$ cat src/ppmc_consts.vh
// offsets, field positions, reset values and timing counts for ppmc
`ifndef PPMC_CONSTS_VH
`define PPMC_CONSTS_VH

// register map (byte addresses, each register one aligned word)
`define PPMC_PORT_STRIDE 12'h010
`define PPMC_PORT_FIRST 12'h010
`define PPMC_OFF_XOVER 4'h0
`define PPMC_OFF_PHYCTL 4'h4
`define PPMC_ADDR_MACCTL0 12'h100
`define PPMC_ADDR_MACCTL1 12'h104
`define PPMC_NUM_PHY 5

// cable_crossover_control fields
`define PPMC_XOVER_FORCED_STRAIGHT 7
`define PPMC_XOVER_DISABLE 6
`define PPMC_XOVER_RESET 16'h0000

// phy_jabber_and_link_result fields
`define PPMC_PHYCTL_JABBER 9
`define PPMC_PHYCTL_SPD1000 6
`define PPMC_PHYCTL_SPD100 5
`define PPMC_PHYCTL_SPD10 4
`define PPMC_PHYCTL_DUPLEX 3
`define PPMC_PHYCTL_MASTER 2
`define PPMC_PHYCTL_RW_MASK 16'hF382
`define PPMC_PHYCTL_RESET 16'h0300

// resolved speed codes from the phy core
`define PPMC_SPD_CODE_10 2'h0
`define PPMC_SPD_CODE_100 2'h1
`define PPMC_SPD_CODE_1000 2'h2

// mac_port_control_zero fields
`define PPMC_MAC0_DUPLEX 6
`define PPMC_MAC0_TX_FC 5
`define PPMC_MAC0_RATE100 4
`define PPMC_MAC0_RX_FC 3
`define PPMC_MAC0_CLK3W 0
`define PPMC_MAC0_RW_MASK 8'h7F
`define PPMC_MAC0_RESET 8'h50

// mac_port_control_one fields (speed select and mii direction)
`define PPMC_MAC1_NOT_GIG 6
`define PPMC_MAC1_MAC_MODE 2
`define PPMC_MAC1_RW_MASK 8'h44
`define PPMC_MAC1_RESET 8'h00

// cycles after reset release before straps are taken
`define PPMC_STRAP_WAIT 2'h3

`endif

$ cat src/ppmc_phy_port.v
// one integrated phy port: crossover and jabber/link result registers
`timescale 1ns/1ps
`include "ppmc_consts.vh"

module ppmc_phy_port (
    // clock, reset, enable
    input wire pclk,
    input wire presetn,
    input wire ce,
    // register writes
    input wire wr_xover,
    input wire wr_ctrl,
    input wire [15:0] wdata,
    // resolved link status from the phy core
    input wire link_resolved_pin,
    input wire [1:0] speed_code_pin,
    input wire duplex_pin,
    input wire master_pin,
    // register read values
    output wire [15:0] xover_rd,
    output wire [15:0] ctrl_rd,
    // phy controls
    output reg auto_xover_en,
    output reg forced_straight,
    output reg jabber_en
);

reg [15:0] xover;
reg [15:0] ctrl_rw;
reg [4:0] sync1;
reg [4:0] sync2;
reg [2:0] speed_onehot;
reg duplex_st;
reg master_st;
reg [2:0] next_speed_onehot;

// status comes from the phy core clock, so two flops first
always @(posedge pclk or negedge presetn) begin
    if (!presetn) begin
        sync1 <= 5'h00;
        sync2 <= 5'h00;
    end else if (ce) begin
        sync1 <= {link_resolved_pin, speed_code_pin, duplex_pin, master_pin};
        sync2 <= sync1;
    end
end

always @* begin
    next_speed_onehot = 3'h0;
    if (sync2[4]) begin
        case (sync2[3:2])
            `PPMC_SPD_CODE_10: next_speed_onehot = 3'h1;
            `PPMC_SPD_CODE_100: next_speed_onehot = 3'h2;
            `PPMC_SPD_CODE_1000: next_speed_onehot = 3'h4;
            default: next_speed_onehot = 3'h0;
        endcase
    end
end

always @(posedge pclk or negedge presetn) begin
    if (!presetn) begin
        xover <= `PPMC_XOVER_RESET;
        ctrl_rw <= `PPMC_PHYCTL_RESET;
        speed_onehot <= 3'h0;
        duplex_st <= 1'b0;
        master_st <= 1'b0;
        auto_xover_en <= 1'b1;
        forced_straight <= 1'b0;
        jabber_en <= 1'b1;
    end else if (ce) begin
        if (wr_xover)
            xover <= wdata;
        if (wr_ctrl)
            ctrl_rw <= wdata & `PPMC_PHYCTL_RW_MASK;
        speed_onehot <= next_speed_onehot;
        duplex_st <= sync2[1];
        master_st <= sync2[0];
        auto_xover_en <= ~xover[`PPMC_XOVER_DISABLE];
        // forced mode only when auto off
        forced_straight <= xover[`PPMC_XOVER_DISABLE] &
            xover[`PPMC_XOVER_FORCED_STRAIGHT];
        jabber_en <= ctrl_rw[`PPMC_PHYCTL_JABBER];
    end
end

assign xover_rd = xover;
assign ctrl_rd = ctrl_rw |
    {9'h000, speed_onehot, duplex_st, master_st, 2'h0};

endmodule

$ cat src/ppmc_top.v
// port phy and external mac port configuration registers on apb
//
// Operation
// - setting the crossover-disable bit 6 stops automatic crossover, clear (reset) lets it run.
// - with automatic crossover off, bit 7 one forces straight mdi and zero forces crossed mdi-x.
// - the forced-crossover bit is ignored while crossover-disable is zero.
// - phy_jabber_and_link_result bit 9 enables the jabber counter and resets to one.
// - read-only bits 6, 5, 4 report resolved 1000, 100 and 10 speed.
// - read-only bit 3 reports full duplex and bit 2 reports gigabit master.
// - mac control bit 6 selects full duplex when one, half when zero, reset one.
// - mac control bit 5 enables transmit flow control.
// - mac control bit 3 enables receive flow control.
// - flow-control and clock-mode reset values come from straps, not constants.
// - in non-gigabit mode mac control bit 4 picks 100 when one, 10 when zero, reset one.
// - the 10/100 bit is ignored while the companion register selects gigabit.
// - clock-mode bit 0 one puts the gigabit clock on the refout pin and mii clock on the error pin in mac mode.
// - clock-mode bit 0 zero uses the refout pin alone for gigabit or mii clock.
// - companion register bit 6 zero selects gigabit, one selects 10/100 per the speed bit.
`timescale 1ns/1ps
`include "ppmc_consts.vh"

module ppmc_top (
    // clock, reset, enable
    input wire pclk,
    input wire presetn,
    input wire pclk_en,
    // apb slave
    input wire psel,
    input wire penable,
    input wire pwrite,
    input wire [11:0] paddr,
    input wire [31:0] pwdata,
    output reg [31:0] prdata,
    output reg pready,
    output reg pslverr,
    // configuration straps
    input wire flow_control_strap,
    input wire clock_mode_strap,
    input wire not_gig_strap,
    input wire mac_mode_strap,
    // resolved status from the five phy cores
    input wire [4:0] phy_link_resolved,
    input wire [9:0] phy_speed_code,
    input wire [4:0] phy_duplex,
    input wire [4:0] phy_master,
    // phy controls
    output wire [4:0] phy_auto_xover_en,
    output wire [4:0] phy_forced_straight,
    output wire [4:0] phy_jabber_en,
    // external mac interface controls
    output reg mac_full_duplex,
    output reg mac_tx_flow_en,
    output reg mac_rx_flow_en,
    output reg mac_rate_1000,
    output reg mac_rate_100,
    output reg mac_rate_10,
    // clock pin routing for port 6
    output reg port6_rx_clock_refout_pin_gtx,
    output reg port6_rx_clock_refout_pin_mii,
    output reg port6_rx_error_clock_pin_mii_in
);

reg [3:0] strap_s1;
reg [3:0] strap_s2;
reg [1:0] init_cnt;
reg init_done;
reg [7:0] mac_ctl0;
reg [7:0] mac_ctl1;
reg [31:0] next_prdata;
reg next_hit;
reg [4:0] wr_xover;
reg [4:0] wr_ctrl;
wire [79:0] xover_rd;
wire [79:0] ctrl_rd;
wire access;
wire commit;
wire in_port_space;
wire [3:0] port_sel;
wire [2:0] port_idx;
wire clk3w;
wire gig;

// a request is taken once the setup phase is over
assign access = psel & penable & ~pready & init_done;
// writes land on the edge where pready is seen high
assign commit = psel & penable & pready & pwrite;

assign port_sel = paddr[7:4];
assign port_idx = port_sel[2:0] - 3'h1;
assign in_port_space = (paddr[11:8] == 4'h0) && (paddr[1:0] == 2'h0) &&
    (port_sel >= 4'h1) && (port_sel <= 4'h5);

// straps arrive from pins, two flops before use
always @(posedge pclk or negedge presetn) begin
    if (!presetn) begin
        strap_s1 <= 4'h0;
        strap_s2 <= 4'h0;
    end else if (pclk_en) begin
        strap_s1 <= {flow_control_strap, clock_mode_strap,
            not_gig_strap, mac_mode_strap};
        strap_s2 <= strap_s1;
    end
end

// straps are caught after release, once the synchroniser has filled
always @(posedge pclk or negedge presetn) begin
    if (!presetn) begin
        init_cnt <= 2'h0;
        init_done <= 1'b0;
    end else if (pclk_en) begin
        if (init_cnt != `PPMC_STRAP_WAIT)
            init_cnt <= init_cnt + 2'h1;
        else
            init_done <= 1'b1;
    end
end

// per-port register write strobes
always @* begin : wr_decode
    integer i;
    i = 0;
    wr_xover = 5'h00;
    wr_ctrl = 5'h00;
    for (i = 0; i < `PPMC_NUM_PHY; i = i + 1) begin
        if (commit && in_port_space && port_idx == i[2:0]) begin
            wr_xover[i] = (paddr[3:0] == `PPMC_OFF_XOVER);
            wr_ctrl[i] = (paddr[3:0] == `PPMC_OFF_PHYCTL);
        end
    end
end

genvar g;
generate
    for (g = 0; g < `PPMC_NUM_PHY; g = g + 1) begin : phy
        ppmc_phy_port u_port (
            .pclk(pclk),
            .presetn(presetn),
            .ce(pclk_en),
            .wr_xover(wr_xover[g]),
            .wr_ctrl(wr_ctrl[g]),
            .wdata(pwdata[15:0]),
            .link_resolved_pin(phy_link_resolved[g]),
            .speed_code_pin(phy_speed_code[2*g+1:2*g]),
            .duplex_pin(phy_duplex[g]),
            .master_pin(phy_master[g]),
            .xover_rd(xover_rd[16*g+15:16*g]),
            .ctrl_rd(ctrl_rd[16*g+15:16*g]),
            .auto_xover_en(phy_auto_xover_en[g]),
            .forced_straight(phy_forced_straight[g]),
            .jabber_en(phy_jabber_en[g])
        );
    end
endgenerate

// mac port control registers
always @(posedge pclk or negedge presetn) begin
    if (!presetn) begin
        mac_ctl0 <= `PPMC_MAC0_RESET;
        mac_ctl1 <= `PPMC_MAC1_RESET;
    end else if (pclk_en) begin
        if (!init_done && init_cnt == `PPMC_STRAP_WAIT) begin
            mac_ctl0[`PPMC_MAC0_TX_FC] <= strap_s2[3];
            mac_ctl0[`PPMC_MAC0_RX_FC] <= strap_s2[3];
            mac_ctl0[`PPMC_MAC0_CLK3W] <= strap_s2[2];
            mac_ctl1[`PPMC_MAC1_NOT_GIG] <= strap_s2[1];
            mac_ctl1[`PPMC_MAC1_MAC_MODE] <= strap_s2[0];
        end else if (commit && paddr == `PPMC_ADDR_MACCTL0) begin
            mac_ctl0 <= pwdata[7:0] & `PPMC_MAC0_RW_MASK;
        end else if (commit && paddr == `PPMC_ADDR_MACCTL1) begin
            mac_ctl1 <= pwdata[7:0] & `PPMC_MAC1_RW_MASK;
        end
    end
end

assign clk3w = mac_ctl0[`PPMC_MAC0_CLK3W];
assign gig = ~mac_ctl1[`PPMC_MAC1_NOT_GIG];

// mac interface controls, all registered
always @(posedge pclk or negedge presetn) begin
    if (!presetn) begin
        mac_full_duplex <= 1'b1;
        mac_tx_flow_en <= 1'b0;
        mac_rx_flow_en <= 1'b0;
        mac_rate_1000 <= 1'b0;
        mac_rate_100 <= 1'b0;
        mac_rate_10 <= 1'b0;
        port6_rx_clock_refout_pin_gtx <= 1'b0;
        port6_rx_clock_refout_pin_mii <= 1'b0;
        port6_rx_error_clock_pin_mii_in <= 1'b0;
    end else if (pclk_en) begin
        mac_full_duplex <= mac_ctl0[`PPMC_MAC0_DUPLEX];
        mac_tx_flow_en <= mac_ctl0[`PPMC_MAC0_TX_FC];
        mac_rx_flow_en <= mac_ctl0[`PPMC_MAC0_RX_FC];
        mac_rate_1000 <= gig;
        mac_rate_100 <= ~gig & mac_ctl0[`PPMC_MAC0_RATE100];
        mac_rate_10 <= ~gig & ~mac_ctl0[`PPMC_MAC0_RATE100];
        if (clk3w) begin
            // separate pins for gigabit and mii clocks
            port6_rx_clock_refout_pin_gtx <= 1'b1;
            port6_rx_clock_refout_pin_mii <= 1'b0;
            port6_rx_error_clock_pin_mii_in <= mac_ctl1[`PPMC_MAC1_MAC_MODE];
        end else begin
            // shared refout pin follows the active rate
            port6_rx_clock_refout_pin_gtx <= gig;
            port6_rx_clock_refout_pin_mii <= ~gig;
            port6_rx_error_clock_pin_mii_in <= 1'b0;
        end
    end
end

// read mux, unmapped addresses answer with an error and zero data
always @* begin : rd_decode
    integer i;
    i = 0;
    next_prdata = 32'h00000000;
    next_hit = 1'b0;
    if (paddr == `PPMC_ADDR_MACCTL0) begin
        next_prdata = {24'h000000, mac_ctl0};
        next_hit = 1'b1;
    end else if (paddr == `PPMC_ADDR_MACCTL1) begin
        next_prdata = {24'h000000, mac_ctl1};
        next_hit = 1'b1;
    end else if (in_port_space) begin
        for (i = 0; i < `PPMC_NUM_PHY; i = i + 1) begin
            if (port_idx == i[2:0]) begin
                if (paddr[3:0] == `PPMC_OFF_XOVER) begin
                    next_prdata = {16'h0000, xover_rd[16*i +: 16]};
                    next_hit = 1'b1;
                end else if (paddr[3:0] == `PPMC_OFF_PHYCTL) begin
                    next_prdata = {16'h0000, ctrl_rd[16*i +: 16]};
                    next_hit = 1'b1;
                end
            end
        end
    end
end

// one wait state: pready rises the cycle after penable
always @(posedge pclk or negedge presetn) begin
    if (!presetn) begin
        pready <= 1'b0;
        prdata <= 32'h00000000;
        pslverr <= 1'b0;
    end else if (pclk_en) begin
        pready <= access;
        if (access) begin
            prdata <= pwrite ? 32'h00000000 : next_prdata;
            pslverr <= ~next_hit;
        end else begin
            prdata <= 32'h00000000;
            pslverr <= 1'b0;
        end
    end
end

endmodule

$ cat config.mk
export PLATFORM = sky130hd
export DESIGN_NAME = ppmc_top
export DESIGN_NICKNAME = d
export VERILOG_FILES = /design/src/ppmc_phy_port.v /design/src/ppmc_top.v
export VERILOG_INCLUDE_DIRS = /design/src
export SDC_FILE = /design/constraint.sdc
export NUM_CORES = 1
export LEC_CHECK = 0
export BUFFER_PORTS_ARGS = -buffer_cell sky130_fd_sc_hd__buf_2
export CAP_MARGIN = 20
export CORE_MARGIN = 5
export CORE_UTILIZATION = 30
export CTS_BUF_LIST = sky130_fd_sc_hd__clkbuf_4
export DETAILED_ROUTE_END_ITERATION = 10
export PLACE_DENSITY = 0.51
export RECOVER_POWER = 25
export SLEW_MARGIN = 5
export SYNTH_ARGS = -nofsm -noshare
export SYNTH_HDL_FRONTEND = slang
export SYNTH_SLANG_ARGS = --single-unit
$ cat constraint.sdc
create_clock -name pclk -period 1.8 [get_ports pclk]
set_input_delay 0.09 -clock pclk [delete_from_list [all_inputs] [get_ports pclk]]
set_output_delay 0.09 -clock pclk [all_outputs]
set_load 0.01 [all_outputs]
==> Word level (Yosys, flattened, before mapping) <==
Index checks and enable logic that the tools add are counted.
Widths: inputs -> output; s select.
{ "word_totals": {"reg_bits": 273, "in_bits": 79, "output_inout_bits": 58, "word_cells": 236} }
{ "op_classes": {"n_addsub": 2, "n_lt_le_gt_ge": 2, "eq_ne": 20, "mux": 76, "bitwise": 28, "n_reduce_logical": 39} }
{ "op_table": {"columns": ["op", "count"], "rows": [
  ["$mux 32", 20],
  ["$or 16x7->16", 5],
  ["$mux 16", 3],
  ["$pmux 3 s3", 5],
  ["$mux 1", 40],
  ["$reduce_and 2->1", 13],
  ["$eq 12x9->1 const B", 2],
  ["$mux 3", 5],
  ["$mux 7", 2],
  ["$and 1x1->1", 12],
  ["$eq 2x2->1 const B", 6],
  ["$logic_and 1x1->1", 12],
  ["$logic_not 2->1", 6],
  ["$not 1->1", 11],
  ["$eq 2x1->1 const B", 5],
  ["$logic_not 4->1", 2],
  ["$eq 3x2->1 const B", 2],
  ["$mux 6", 1],
  ["$reduce_and 3->1", 2],
  ["$eq 4x3->1 const B", 1],
  ["$ge 4x1->1 const B", 1],
  ["$le 4x3->1 const B", 1],
  ["$ne 2x2->1 const B", 2],
  ["$reduce_bool 2->1", 2],
  ["6 further kinds", 6]
]} }

==> Logic depth before layout (Yosys ltp) <==
Gate-level depths: netlist (run 1).
{ "depth": {"ltp_word": 24, "ltp_mapped": 7, "depth_no_buf": 6} }

==> Cells and area by module <==
From an unflattened synthesis (run 1), not the netlist that was laid out.
{ "unflattened": {"hier_cells": 931, "hier_area_um2": 12360.6} }
{ "by_module_without_submodules": {"columns": ["mod", "instances", "cells_each", "area_each_um2", "seq_area_each_um2"], "rows": [
  ["ppmc_phy_port", 5, 104, 1681.6, 1056.0],
  ["ppmc_top", 1, 411, 3952.5, 1179.9]
]} }

==> Worst setup path before layout (run 1) <==
No wires, ideal clock.
{ "synth_timing": {"path_kind": "register -> register", "startpoint": "register pready", "endpoint": "register phy[2].u_port.ctrl_rw[12]", "arrival_ns": 1.920, "slack_ns": -0.245, "stages_incl_launch_ff": 7, "synth_period_minus_slack_ns": 2.045, "path_cell_list": "dfrtp_1 -> and4_1 -> nand3_4 -> or3_1 -> buf_2 -> nor2_4 -> mux2_2"} }
{ "synth_via": {"elab_chain_cells": 6} }
{ "synth_lines": {"columns": ["item", "line_no", "source"], "rows": [
  ["start: declaration", "ppmc_top.v:34", "output reg pready,"],
  ["start signal: assignment", "ppmc_top.v:245", "pready <= access;"],
  ["$and 1x1->1 (2 in a row)", "ppmc_top.v:86", "assign commit = psel & penable & pready & pwrite;"],
  ["$logic_and 1x1->1 (2 in a row)", "ppmc_top.v:125", "if (commit && in_port_space && port_idx == i[2:0]) begin"],
  ["$mux 1", "ppmc_top.v:125", null],
  ["$reduce_and 2->1 (no line)", null, null],
  ["end signal: assignment", "ppmc_phy_port.v:63", "ctrl_rw <= `PPMC_PHYCTL_RESET;"],
  ["end signal: assignment", "ppmc_phy_port.v:74", "ctrl_rw <= wdata & `PPMC_PHYCTL_RW_MASK;"],
  ["end: declaration", "ppmc_phy_port.v:29", "reg [15:0] ctrl_rw;"]
]} }
No other way between the ends.
A chain may end at the register's enable or synchronous reset.

==> Worst setup path after layout (run 1) <==
{ "layout_timing": {"startpoint": "register pready", "endpoint": "register phy[0].u_port.xover[4]"} }
{ "layout_via": {"elab_chain_cells": 6} }
{ "layout_lines": {"columns": ["item", "line_no", "source"], "rows": [
  ["$and 1x1->1 (2 in a row)", "ppmc_top.v:86", null],
  ["$logic_and 1x1->1 (2 in a row)", "ppmc_top.v:125", null],
  ["$mux 1", "ppmc_top.v:125", null],
  ["$reduce_and 2->1 (no line)", null, null],
  ["end signal: assignment", "ppmc_phy_port.v:62", "xover <= `PPMC_XOVER_RESET;"],
  ["end signal: assignment", "ppmc_phy_port.v:72", "xover <= wdata;"],
  ["end: declaration", "ppmc_phy_port.v:28", "reg [15:0] xover;"]
]} }
No other way between the ends.

==> impl_metrics.csv, run 1 <==
group,metric,value,unit
outcome,status,"finished with violations",
outcome,violations,"setup timing",
die,die_w,208,um
critical_path,max_stage_delay,350,ps
route,avgViaCountPerCell,4.71,
place,post-place-cells,1560,
cells_and_area,fin_nets,1258,
grt,grt_usage,0.151,
route,ant_nets,0,
place,place_ws,-309,ps
synthesis,ys_warn_count,0,
min_path,holdPathStages,5,
timing,rsz0062_at_grt,"yes",
die,design.core.area,38600,um2
synthesis,synth_cell_types,58,
cts,clk_path_buf_depth,3,
die,start_util,0.304,
timing,max_slew_margin,0.325,
cells_and_area,drive_gt1_frac,0.512,
timing,fin_skew,44.9,ps
critical_path,required,2340,ps
critical_path,cp_top_family,"simple AND/OR/NAND/NOR gates",
grt,grt_first_pass_wirelength,51.9,mm
place,io_buffers,104,
grt,grt_pass1_vias,8883,
die,io_pins,137,
cts,clock-sinks,257,
critical_path,cp_common_cell,"buf_12",
synthesis,synth.top_cell.area_share,0.499,
grt,antenna_found_initial,1,
route,firstDrtPassIters,4,
timing,period_needed,1940,ps
synthesis,synth_area_leaders,"dfrtp_1 50%, mux2_2 21%, dfstp_2 5.2%",
timing,tns,-8420,ps
flow_run,drv_cap,0,
timing,fmax,515,MHz
grt,grt_remaining_overflow,0,
cts,clk_pin_slew,60,ps
critical_path,path_cells,"and4_4 > nand3_4 > buf_6 > buf_12 > nor4_4 > buf_12 > mux2_4",
synthesis,synth-seq-cells,257,
critical_path,path_buf_inv,3,
cells_and_area,syn_to_final_growth,34.2,%
synthesis,synth_flop_cell,"dfrtp_1",
die,num_rows,72,
cts,clock_latency,690,ps
route,drtIter0Drc,372,
critical_path,path_class,"flip-flop to flip-flop",
cts,root_buffer,"clkbuf_4",
cells_and_area,final_cells,1747,
critical_path,path_depth,7,
synthesis,synth_top_area_cell,"dfrtp_1",
critical_path,path_max_fanout,11,
place,place_congestion,0.810,
critical_path,crit_path_start_kind,"flip-flop",
timing,hold_violations,0,
synthesis,synth-async-reset-ratio,1.00,
cts,cts_buffers,73,
timing,tightestPinTransition,1010,ps
synthesis,yosysSeqAreaShare,0.551,
pwr,p_per_area,845,nW/um2
cts,cts_tree,"done",
cells_and_area,final_core_util,0.407,
pwr,peakVddDrop,0.000543,V
timing,setup_viol,118,
die,die_h,208,um
synthesis,synth_edf_count,0,
timing,drv_slew,0,
synthesis,avgSynthCellArea,13.1,um2
die,die-area,43200,um2
route,avgRoutedWirePerCell,18.9,um
timing,setup_ws,-143,ps
critical_path,r2r_setup_slack,-140,ps
timing,period_share,1.08,
cts,cts_htree_levels,3,
route,wl,33.0,mm
synthesis,syn_area,11700,um2
critical_path,cpMaxStageDelayCell,"dfrtp_1",
min_path,hp-class,"primary input to flip-flop",
critical_path,crit_arrival,2490,ps
pwr,p_leak,7.28,nW
grt,grt_max_degree,108,
route,num_vias,8235,
critical_path,endpoint_kind,"flip-flop",
synthesis,synthCells,897,
pwr,report.power.total,0.0133,W
route,drc,0,
place,dp_hpwl,22.4,mm
critical_path,reg2regPathDepth,7,
-- worst paths after layout --
check,start,end
max,pready$_DFFE_PN0P_,phy[0].u_port.xover_rd[4]$_DFFE_PN0P_
min,paddr[8],pslverr$_DFFE_PN0P_
max reg2reg,pready$_DFFE_PN0P_,phy[0].u_port.xover_rd[4]$_DFFE_PN0P_
min reg2reg,mac_ctl0[6]$_DFFE_PN1P_,mac_ctl0[6]$_DFFE_PN1P_
max in group asynchronous,presetn,phy[1].u_port.auto_xover_en$_DFFE_PN1P_
min in group asynchronous,presetn,phy[2].u_port.duplex_st$_DFFE_PN0P_
-- sequential cells by signal, summed over array words and instances (netlist names), 4 cells and up --
register,cells
phy.u_port.xover_rd,80
mac_ctl0,7
phy.u_port.master_st,5
phy.u_port.duplex_st,5
strap_s2,4
prdata,16
phy.u_port.ctrl_rw,40
strap_s1,4
phy.u_port.sync2,25
phy.u_port.sync1,25
phy.u_port.jabber_en,5
phy.u_port.auto_xover_en,5
phy.u_port.speed_onehot,15
phy.u_port.forced_straight,5
-- cells in the mapped netlist, types with 21 or more instances --
cell type and instances:
mux2i_1 39, clkbuf_1 31, dfrtp_1 234, nor2_1 22, nand2_1 30, inv_1 22, o22ai_1 21, o21ai_0 36
mux2_2 215, dfstp_2 23, a21oi_1 26, buf_4 31
-- final cells by class --
| cell class | count | area, um2 |
|---|---|---|
| Timing Repair Buffer | 272 | 2260 |
| Tap cell | 518 | 648 |
| Antenna cell | 2 | 5.00 |
| Fill cell | 3692 | 22900 |
| Inverter | 23 | 86.3 |
| Multi-Input combinational cell | 551 | 5370 |
| Sequential cell | 257 | 6460 |
| Clock buffer | 109 | 818 |
| Clock inverter | 15 | 85.1 |
-- where the power goes --
| part | switching (W) | leakage (nW) | internal, W | total (W) |
|---|---|---|---|---|
| logic | 0.000745 | 3.42 | 0.000725 | 0.00147 |
| registers | 0.000310 | 3.31 | 0.00620 | 0.00651 |
| clock network | 0.00243 | 0.548 | 0.00289 | 0.00532 |
| total | 0.00348 | 7.28 | 0.00982 | 0.0133 |
-- layout by cell type, fill, tap and decap left out, drive strengths merged, types with 3 or more instances in the layout --
cell           n
clkbuf       116
o21bai         4
a21o           5
inv           24
nand2         30
buf          214
nor4          12
a211oi         4
dlygate4sd3   51
nor2          27
a21oi         26
or3            5
nor3           9
nand3b         3
a2bb2oi        3
a221oi         5
nand3         13
nor2b          9
o21ai         36
o31ai         11
o22ai         21
nor4b          4
mux2i         39
a31oi          3
nand2b         3
nand4b         9
conb          16
mux2         225
or4            4
a22oi          7
dfstp         23
dfrtp        234
clkinv        13
-- timing repair --
| action | 4_1_cts | 5_1_grt |
|---|---|---|
| cloned | 1 | 0 |
| hold buffers | 51 | 0 |
| setup endpoints to repair | 134 | 140 |
| gates resized for setup | 68 | 77 |
| pin swaps | 7 | 19 |
| buffers inserted | 8 | 4 |
| endpoints found under the hold margin | 416 | 0 |
-- per-stage QoR --
step | area (um2) | hold slack, ps
after floorplan | 11900 | -206
after global placement | 13700 | 88.6
after detailed placement | 13700 | 84.5
after CTS | 15400 | 18.9
after global routing | 15700 | 80.4
final | 15700 | 55.7
-- logic make-up after synthesis --
kind of cell | after synthesis | share of synthesized area
mux | 264 | 0.252
simple gates | 131 | 0.0722
buf+inv | 104 | 0.0456
other cells | 1 | 0.000320
flops | 257 | 0.551
compound gates | 138 | 0.0769
fa+ha+maj | 1 | 0.00107
xor+xnor | 1 | 0.000747
-- worst min-delay path, cell delays in order --
cell     delay (ps)
buf_2           140
buf_4           130
a22oi_1          70
o21ai_0         160
o21ai_0          70
-- per-layer routing --
metal  vias to the layer above  part of all wire  global-route usage
li1                       3852                 -                   -
met1                      4125              0.47               0.205
met2                       214              0.47               0.243
met3                        44             0.045              0.0325
met4                         0             0.015              0.0433
met5                         -                 0                   0
Note: power is estimated with default switching activity, not from simulation.
==> run 2: changes to the inputs <==
BUFFER_PORTS_ARGS = -buffer_cell sky130_fd_sc_hd__clkbuf_2   (was -buffer_cell sky130_fd_sc_hd__buf_2)
SETUP_SLACK_MARGIN = 0.05   (was unset)
==> run 2 against run 1 <==
- the flow still finishes with violations (setup timing)
- global-route usage is 0.16 points higher
- critical endpoint is now phy[2].u_port.ctrl_rw[12]$_DFFE_PN0P_
- first-iteration DRC count is 5.9% lower
- flip-flop and latch count stayed put
- highest routed layer unchanged
- non-clock buffer count is 1 higher
==> impl_metrics.csv, run 2 (same netlist as run 1, synthesis figures left out) <==
group,metric,value,unit
cts,clk_pin_slew,60,ps
die,start_util,0.304,
min_path,min_to,"prdata[6]$_DFFE_PN0P_",
timing,period_share,1.09,
timing,fin_skew,32.8,ps
cells_and_area,final_common_cell,"dfrtp_1",
route,ant_nets,0,
grt,antenna_found_initial,1,
route,avgViaCountPerCell,4.78,
pwr,p_leak,7.27,nW
route,drtIter0Drc,350,
route,firstDrtPassIters,4,
critical_path,endpoint_kind,"flip-flop",
timing,drv_slew,0,
cells_and_area,fin_nets,1258,
outcome,status,"finished with violations",
grt,grt_remaining_overflow,0,
cts,cts_tree,"done",
die,die-area,43200,um2
place,place_congestion,0.841,
route,num_vias,8364,
die,io_pins,137,
pwr,p_switching,0.00355,W
timing,setup_ws,-158,ps
critical_path,r2r-end,"phy[2].u_port.ctrl_rw[12]$_DFFE_PN0P_",
critical_path,crit_arrival,2510,ps
pwr,pwr-share-clk,0.418,
grt,grt_first_pass_wirelength,52.1,mm
critical_path,path_class,"flip-flop to flip-flop",
min_path,holdPathStages,4,
critical_path,path_max_fanout,6,
pwr,peakVddDrop,0.000532,V
critical_path,reg2regPathDepth,7,
pwr,swShare,0.258,
pwr,seqPwrFrac,0.473,
cts,root_buffer,"clkbuf_4",
timing,tightestPinTransition,961,ps
die,num_rows,72,
cells_and_area,syn_to_final_growth,34.5,%
min_path,hp-class,"primary input to flip-flop",
cts,clock-sinks,257,
timing,max_slew_margin,0.360,
cells_and_area,mostFrequentLayoutCells,"234 x dfrtp_1, 114 x mux2_4, 114 x clkbuf_4, 111 x mux2_2, 102 x clkbuf_2",
critical_path,r2r_setup_slack,-160,ps
route,avgRoutedWirePerCell,19.0,um
timing,setup_viol,120,
cts,clock_latency,690,ps
place,post-place-cells,1546,
pwr,combPwrFrac,0.108,
flow_run,drv_cap,0,
cells_and_area,final_core_util,0.408,
pwr,report.power.total,0.0137,W
place,dp_hpwl,22.5,mm
pwr,p_per_area,872,nW/um2
cells_and_area,num-fill-cells,3661,
pwr,internal_power,0.0102,W
grt,grt_pass1_vias,8948,
outcome,violations,"setup timing",
cells_and_area,final_cells,1751,
cts,cts_htree_levels,3,
critical_path,crit_path_start_kind,"flip-flop",
timing,fmax,511,MHz
cts,cts_buffers,72,
cts,clk_path_buf_depth,3,
die,die_w,208,um
place,io_buffers,104,
grt,grt_usage,0.152,
route,wl,33.4,mm
die,design.core.area,38600,um2
timing,hold_violations,0,
timing,tns,-7160,ps
grt,grt_max_degree,62,
critical_path,required,2360,ps
timing,period_needed,1960,ps
die,die_h,208,um
timing,rsz0062_at_grt,"yes",
place,place_ws,-390,ps
critical_path,r2r_start,"pready$_DFFE_PN0P_",
route,drc,0,
min_path,min_from,"paddr[5]",
cells_and_area,largest_reg_flops,80,
cells_and_area,drive_gt1_frac,0.503,
## run 2: worst max-delay path by stage
stage / from / to / cells past startpoint
6_report: pready$_DFFE_PN0P_ / phy[2].u_port.ctrl_rw[12]$_DFFE_PN0P_ / 7
2_1_floorplan: pready$_DFFE_PN0P_ / phy[2].u_port.ctrl_rw[12]$_DFFE_PN0P_ / 6
5_1_grt: pready$_DFFE_PN0P_ / phy[2].u_port.ctrl_rw[12]$_DFFE_PN0P_ / 7
3_5_place_dp: paddr[5] / phy[4].u_port.ctrl_rw[1]$_DFFE_PN0P_ / 7
3_3_place_gp: paddr[5] / phy[4].u_port.ctrl_rw[12]$_DFFE_PN0P_ / 7
4_1_cts: pready$_DFFE_PN0P_ / phy[1].u_port.xover_rd[7]$_DFFE_PN0P_ / 8
## run 2: cell type report
| class | count | area [um2] | area share |
|---|---|---|---|
| flip-flops and latches | 257 | 6460 | 0.410 |
| multi-input cells | 551 | 5310 | 0.336 |
| repair buffers | 273 | 2280 | 0.144 |
| clock buffers | 112 | 841 | 0.0533 |
| well taps | 518 | 648 | 0.0411 |
| clock inverters | 16 | 153 | 0.00968 |
| inverters | 23 | 86.3 | 0.00547 |
| diodes | 1 | 2.50 | 0.000159 |
## run 2: worst max-delay path, cell delays in order (launching register included)
cell,delay (ps)
dfrtp_1,360
and4_4,250
nand3_4,90
or3_4,350
buf_6,160
nor2_4,170
buf_12,160
mux2_4,300
## run 2: what timing repair did
item,CTS,global route
hold buffers,58,0
endpoints found under the hold margin,431,0
buffers inserted,12,4
resized for setup,78,32
gates cloned,1,1
pin swaps,12,15
endpoints found under the setup margin,132,138
## run 2: power groups by stage
stage	combinational (W)	sequential [W]	clock, W
global route	0.00164	0.00656	0.00629
finish	0.00149	0.00651	0.00575
floorplan	0.000768	0.00652	0
global placement	0.00138	0.00661	0
detailed placement	0.00140	0.00662	0
CTS	0.00152	0.00651	0.00598
## run 2: metrics by stage
step	area (um2)	hold slack (ps)
finish	15800	78.9
global route	15800	63.9
CTS	15600	29.2
detailed placement	13600	78.7
global placement	13600	76.6
floorplan	12000	-206
## run 2: routing by layer
layer	global-route usage	wire [um]	vias up
li1	-	-	3845
met1	0.200	15200	4275
met2	0.252	16100	197
met3	0.0337	1430	47
met4	0.0489	669	0
met5	0	0	-
